[config.mk]
export PLATFORM = sky130hd
export DESIGN_NAME = dac_load_reset_control
export DESIGN_NICKNAME = d
export VERILOG_FILES = /design/src/rtl/pulse_timer.v /design/src/rtl/dac_load_reset_control.v
export VERILOG_INCLUDE_DIRS = /design/src /design/src/common
export SDC_FILE = /design/constraint.sdc
export NUM_CORES = 1
export LEC_CHECK = 0
export BUFFER_PORTS_ARGS = -buffer_cell sky130_fd_sc_hd__buf_2
export CAP_MARGIN = 20
export CORE_MARGIN = 2
export CORE_UTILIZATION = 53
export CTS_CLUSTER_DIAMETER = 40
export DETAILED_ROUTE_END_ITERATION = 12
export GPL_TIMING_DRIVEN = 0
export PLACE_DENSITY_LB_ADDON = 0.12
export SLEW_MARGIN = 20
export SYNTH_ARGS = -nofsm -noshare
export SYNTH_HDL_FRONTEND = slang
export SYNTH_SLANG_ARGS = --single-unit
[constraint.sdc]
create_clock -name mclk_i -period 4.1 [get_ports mclk_i]
set_input_delay 0.615 -clock mclk_i [delete_from_list [all_inputs] [get_ports mclk_i]]
set_output_delay 0.615 -clock mclk_i [all_outputs]
set_load 0.01 [all_outputs]
[src/common/dac_ctrl_regs.vh]
`ifndef DAC_CTRL_REGS_VH
`define DAC_CTRL_REGS_VH
// address width of the register select pins
`define ADDR_W          5
// reset pulse length in ns and in mclk cycles (100 ns period)
`define RST_PULSE_NS    1000
`define RST_PULSE_CYC   8'h0a
// load pulse length in ns and in cycles
`define LOAD_PULSE_NS   200
`define LOAD_PULSE_CYC  8'h02
// width of the pulse counter
`define CNT_W           8
`endif

[src/rtl/pulse_timer.v]
`include "dac_ctrl_regs.vh"
// one-shot counter: busy for len cycles after start
module pulse_timer
(
  input  wire               mclk_i,
  input  wire               resetn_i,
  input  wire               start_i,
  input  wire [`CNT_W-1:0]  len_i,
  output wire               busy_o
);
  reg [`CNT_W-1:0] count;

  // load on start, count down to zero
  always @(posedge mclk_i or negedge resetn_i)
  begin
    if (!resetn_i)
      count <= 8'h00;
    else if (start_i)
      count <= len_i;
    else if (count != 8'h00)
      count <= count - 8'h01;
  end

  assign busy_o = (count != 8'h00);
endmodule // pulse_timer

[src/rtl/dac_load_reset_control.v]
// Behaviour
// - asynchronous mode: latch load held low from before power-up.
// - synchronous mode: latch load held high throughout power-on.
// - chip select stays high whenever hardware reset is used.
// - general-purpose pin is open drain, pulled high externally.
`include "dac_ctrl_regs.vh"
module dac_load_reset_control
(
  input  wire               mclk_i,
  input  wire               resetn_i,
  input  wire               async_mode_i,
  input  wire               load_req_i,
  input  wire               reset_req_i,
  input  wire               reset_level_i,
  input  wire               clear_req_i,
  input  wire               access_req_i,
  input  wire [`ADDR_W-1:0] reg_addr_i,
  input  wire               gpio_drive_low_i,
  output wire               busy_o,
  output reg                gpio_level_o,
  output reg                latch_load_n_o,
  output reg                hw_reset_n_o,
  output reg                reset_level_select_o,
  output reg                clear_outputs_n_o,
  output reg                chip_select_n_o,
  output reg  [`ADDR_W-1:0] addr_o,
  input  wire               gpio_i,
  output wire               gpio_o,
  output reg                gpio_oe_o
);
  localparam ST_IDLE  = 2'b00;
  localparam ST_RESET = 2'b01;
  localparam ST_LOAD  = 2'b10;
  localparam ST_ACC   = 2'b11;

  reg  [1:0]        state;
  reg  [1:0]        next_state;
  reg               start;
  reg  [`CNT_W-1:0] len;
  wire              tbusy;
  reg               load_pulse_n;
  wire              go_reset;
  wire              go_load;
  wire              go_access;

  pulse_timer u_timer
  (
    .mclk_i   (mclk_i),
    .resetn_i (resetn_i),
    .start_i  (start),
    .len_i    (len),
    .busy_o   (tbusy)
  );

  // request arbitration; reset wins over load and access
  always @*
  begin
    next_state = state;
    start      = 1'b0;
    len        = 8'h00;
    case (state)
      ST_IDLE:
      begin
        if (reset_req_i)
        begin
          next_state = ST_RESET;
          start      = 1'b1;
          len        = `RST_PULSE_CYC;
        end
        else if (load_req_i && !async_mode_i)
        begin
          next_state = ST_LOAD;
          start      = 1'b1;
          len        = `LOAD_PULSE_CYC;
        end
        else if (access_req_i)
          next_state = ST_ACC;
      end
      ST_RESET, ST_LOAD:
        if (!tbusy)
          next_state = ST_IDLE;
      ST_ACC:
        next_state = ST_IDLE;
      default:
        next_state = ST_IDLE;
    endcase
  end

  // decoded views of the next state; the reset, load and chip select drivers
  // below register one of them so those pins move on the same edge
  assign go_reset  = (next_state == ST_RESET);
  assign go_load   = (next_state == ST_LOAD);
  assign go_access = (next_state == ST_ACC);

  // state register
  always @(posedge mclk_i or negedge resetn_i)
  begin
    if (!resetn_i)
      state <= ST_IDLE;
    else
      state <= next_state;
  end

  // level select is held steady, sampled only when idle, so it
  // cannot change under a running reset pulse
  always @(posedge mclk_i or negedge resetn_i)
  begin
    if (!resetn_i)
      reset_level_select_o <= 1'b0;
    else if (state == ST_IDLE)
      reset_level_select_o <= reset_level_i;
  end

  // hardware reset pulse; held low while the controller itself is
  // in reset so the device powers up in a known state
  always @(posedge mclk_i or negedge resetn_i)
  begin
    if (!resetn_i)
      hw_reset_n_o <= 1'b0;
    else
      hw_reset_n_o <= !go_reset;
  end

  // synchronous load pulse; idles high so sync mode sees load high
  // through power-on
  always @(posedge mclk_i or negedge resetn_i)
  begin
    if (!resetn_i)
      load_pulse_n <= 1'b1;
    else
      load_pulse_n <= !go_load;
  end

  // async mode ties load low without a register in the path, so the
  // pin is low during controller reset as well, before the device
  // could leave its power-on state
  always @*
  begin
    latch_load_n_o = load_pulse_n & !async_mode_i;
  end

  // clear outputs level follows the request one cycle later
  always @(posedge mclk_i or negedge resetn_i)
  begin
    if (!resetn_i)
      clear_outputs_n_o <= 1'b1;
    else
      clear_outputs_n_o <= !clear_req_i;
  end

  // chip select only for accesses; the access state is never
  // entered during a reset pulse, so select stays high then
  always @(posedge mclk_i or negedge resetn_i)
  begin
    if (!resetn_i)
      chip_select_n_o <= 1'b1;
    else
      chip_select_n_o <= !go_access;
  end

  // address is loaded with the select and held afterwards, so it
  // stays stable while chip select rises again
  always @(posedge mclk_i or negedge resetn_i)
  begin
    if (!resetn_i)
      addr_o <= 5'h00;
    else if (go_access)
      addr_o <= reg_addr_i;
  end

  // open drain: the enable only ever pulls the pin low
  always @(posedge mclk_i or negedge resetn_i)
  begin
    if (!resetn_i)
      gpio_oe_o <= 1'b0;
    else
      gpio_oe_o <= gpio_drive_low_i;
  end

  // pin level sample; resets to the pull-up level
  always @(posedge mclk_i or negedge resetn_i)
  begin
    if (!resetn_i)
      gpio_level_o <= 1'b1;
    else
      gpio_level_o <= gpio_i;
  end

  // driven value is always low; the pull-up gives the high level
  assign gpio_o = 1'b0;
  // busy while any pulse or access is running
  assign busy_o = (state != ST_IDLE);
endmodule // dac_load_reset_control

==> metrics.md <==
| Metric | Value |
|---|---|
| First-pass GRT wire length | 2780 um |
| Max_cap viols | 0 |
| Vias per std cell | 4.98 |
| Worst-Skew Late Latency | 300 ps |
| Setup-failing EPs final | 0 |
| Share of layout cells above drive strength 1 | 41.0% |
| Vias in the first global route | 674 |
| Worst-Margin Slew | 653 ps |
| Post-synthesis cell type count | 30 |
| Syn. warnings | 0 |
| WL final | 1650 um |
| Iteration count of the initial detailed-routing pass | 4 |
| Cts hold-fix bufs | 0 |
| Max-slew violation count | 0 |
| Unrepaired setup endpoints after global routing | no |
| Reg2reg path depth | 5 |
| Initial antenna violation count | 0 |
| Slew HR | 56.1% |
| Area grow syn2layout | 20.0% |
| Final Total Pwr | 919 uW |
| Setup repair bufs after CTS | 0 |
| Leakage | 0.597 nW |
| Worst min-delay path class | in2async |
| Met3 WL post-DR | 65 um |
| Die ar. | 0.00228 mm^2 |
| Vias | 707 |
| Ys flop type | dfrtp_1 |
| Syn Nets | 105 |
| Clock buffer depth | 2 |
| Number of core rows | 15 |
| WL met1 | 749 um |
| PwrDens | 755 mW/mm^2 |
| IO Count | 29 |
| Critical path type | reg2reg |
| Overflow after GRT | 0 |
| Worst VDD drop | 390 uV |
| PortBufs | 27 |
| Setup WS post-layout | 2230 ps |
| Most common cell after layout, fill and taps aside | buf_2 |
| Residual DRC count | 0 |
| Initial Util | 57.5% |
| Wire per inst | 11.6 um |
| Fin crit share | 45.6% |
| N_diodes | 0 |
| Worst-path clk slew | 120 ps |
| Die Y | 47.8 um |
| Critical path data required time | 4300 ps |
| Detail Route Antenna Nets | 0 |
| Final net count | 137 |
| Critical path arrival | 2070 ps |
| Metal2 WL | 818 um |
| Min Clock Period, post-route | 1870 ps |
| Post-CTS Resized | 0 |
| Clk root buf | clkbuf_4 |
| Seq/Total Area, Yosys | 54.7% |
| Post-synth EDFFs | 0 |
| Core area | 0.00176 mm^2 |
| Drt initial violations | 4 |
| #FFs+latches synth | 22 |
| TritonCTS clock tree | done |
| Dpl ws | 2120 ps |
| GP Congestion | 0.802 |
| Avg Cell Area, Syn | 11.8 um^2 |
| Largest net degree at the start of global routing | 23 |
| Post-synth ARST share | 100% |
| CTS buffer count | 3 |
| Post-DP HPWL | 1280 um |
| Final Util | 69.0% |
| Status | finished clean |
| Crit-path max FO | 10 |
| F_max | 535 MHz |
| Worst setup EP type | flop |
| TNS Setup | 0 ps |
| Clock net sink count | 22 |
| Post-synthesis cell count | 86 |
| Htree depth | 1 |
| Mapped Area | 0.00101 mm^2 |
| Hold Fails Final Rpt | 0 |
| GRT Resource Usage Total | 17.5% |
| Max Clock Skew | 6.46 ps |
| Top routing layer in use | met4 |
| Critical Path Source Type | flop |
| Most frequent cells in the layout | 27 x buf_2, 18 x dfrtp_1, 12 x nor2_1, 7 x inv_1, 6 x mux2_2 |
| Die width | 47.8 um |
[cell type report]
type / instances / area [um^2]
Sequential cell: 22 / 556
Clock buffer: 4 / 36.3
Multi-Input combinational cell: 56 / 425
Fill cell: 157 / 547
Inverter: 7 / 26.3
Tap cell: 25 / 31.3
Buffer: 1 / 7.51
Timing Repair Buffer: 27 / 135
[state kept, by name, indices dropped and copies added, names as in the netlist]
signal,flops
addr_o,5
chip_select_n_o,1
clear_outputs_n_o,1
gpio_level_o,1
gpio_oe_o,1
hw_reset_n_o,1
load_pulse_n,1
reset_level_select_o,1
state,2
u_timer.count,8
[logic make-up (layout without fill, tap and decap cells)]
group / Yosys count / in the layout / share of synthesized area [%]
and+or+nand+nor: 29 / 29 / 17.5
DFF: 22 / 22 / 54.7
AOI/OAI and AO/OA: 10 / 10 / 7.27
buffers and inverters: 8 / 39 / 3.33
xor gates and xnor gates: 6 / 6 / 5.18
muxes: 6 / 6 / 6.66
adders and majority gates: 4 / 4 / 4.93
other: 1 / 1 / 0.370
[path summary, 6_finish.rpt]
check	slack, ps	start	end
max	2230	u_timer.count[5]$_DFFE_PN0P_	addr_o[0]$_DFFE_PN0N_
min reg2reg	510	addr_o[2]$_DFFE_PN0N_	addr_o[2]$_DFFE_PN0N_
min	240	resetn_i	addr_o[4]$_DFFE_PN0N_
max in group asynchronous	3510	resetn_i	load_pulse_n$_DFF_PN1_
min in group mclk_i	400	gpio_i	gpio_level_o$_DFF_PN1_
max reg2reg	2230	u_timer.count[5]$_DFFE_PN0P_	addr_o[0]$_DFFE_PN0N_
[report_power, final]
part / switching (mW) / leakage (nW) / total (mW) / internal [mW]
Combinational: 0.213 / 0.313 / 0.416 / 0.203
Clock: 0.0621 / 0.0210 / 0.116 / 0.0541
Sequential: 0.0713 / 0.262 / 0.388 / 0.316
[routing by layer]
metal | up-vias | GRT usage, %
met2 | 17 | 26.1
li1 | 349 | -
met5 | - | 0
met1 | 339 | 24.6
met3 | 2 | 2.64
met4 | 0 | 9.19
[worst max-delay path: stages (launching register included)]
cell     delay (ps)
dfrtp_1         450
nor4_4          350
nand3_4         180
a32o_2          340
nand2_4         110
mux2_2          340
[synthesized netlist by cell type (2+ instances only)]
cell	count	area, um^2
nand3_1	2	10.0
dfstp_2	4	105
nor2b_1	3	18.8
ha_1	4	50.1
xor2_1	5	43.8
mux2_2	6	67.6
inv_1	7	26.3
dfrtp_1	18	450
nand2_1	3	11.3
o21ai_0	3	15.0
nor2_1	12	45.0
[through the flow]
stage / std cells / instance area, um^2 / hold slack, ps
global placement: 138 / 1180 / 484
finish: 142 / 1220 / 244
detailed placement: 138 / 1180 / 486
global route: 142 / 1220 / 276
floorplan: 86 / 1010 / 319
CTS: 142 / 1220 / 256
Power figures use the tool's default switching activity.
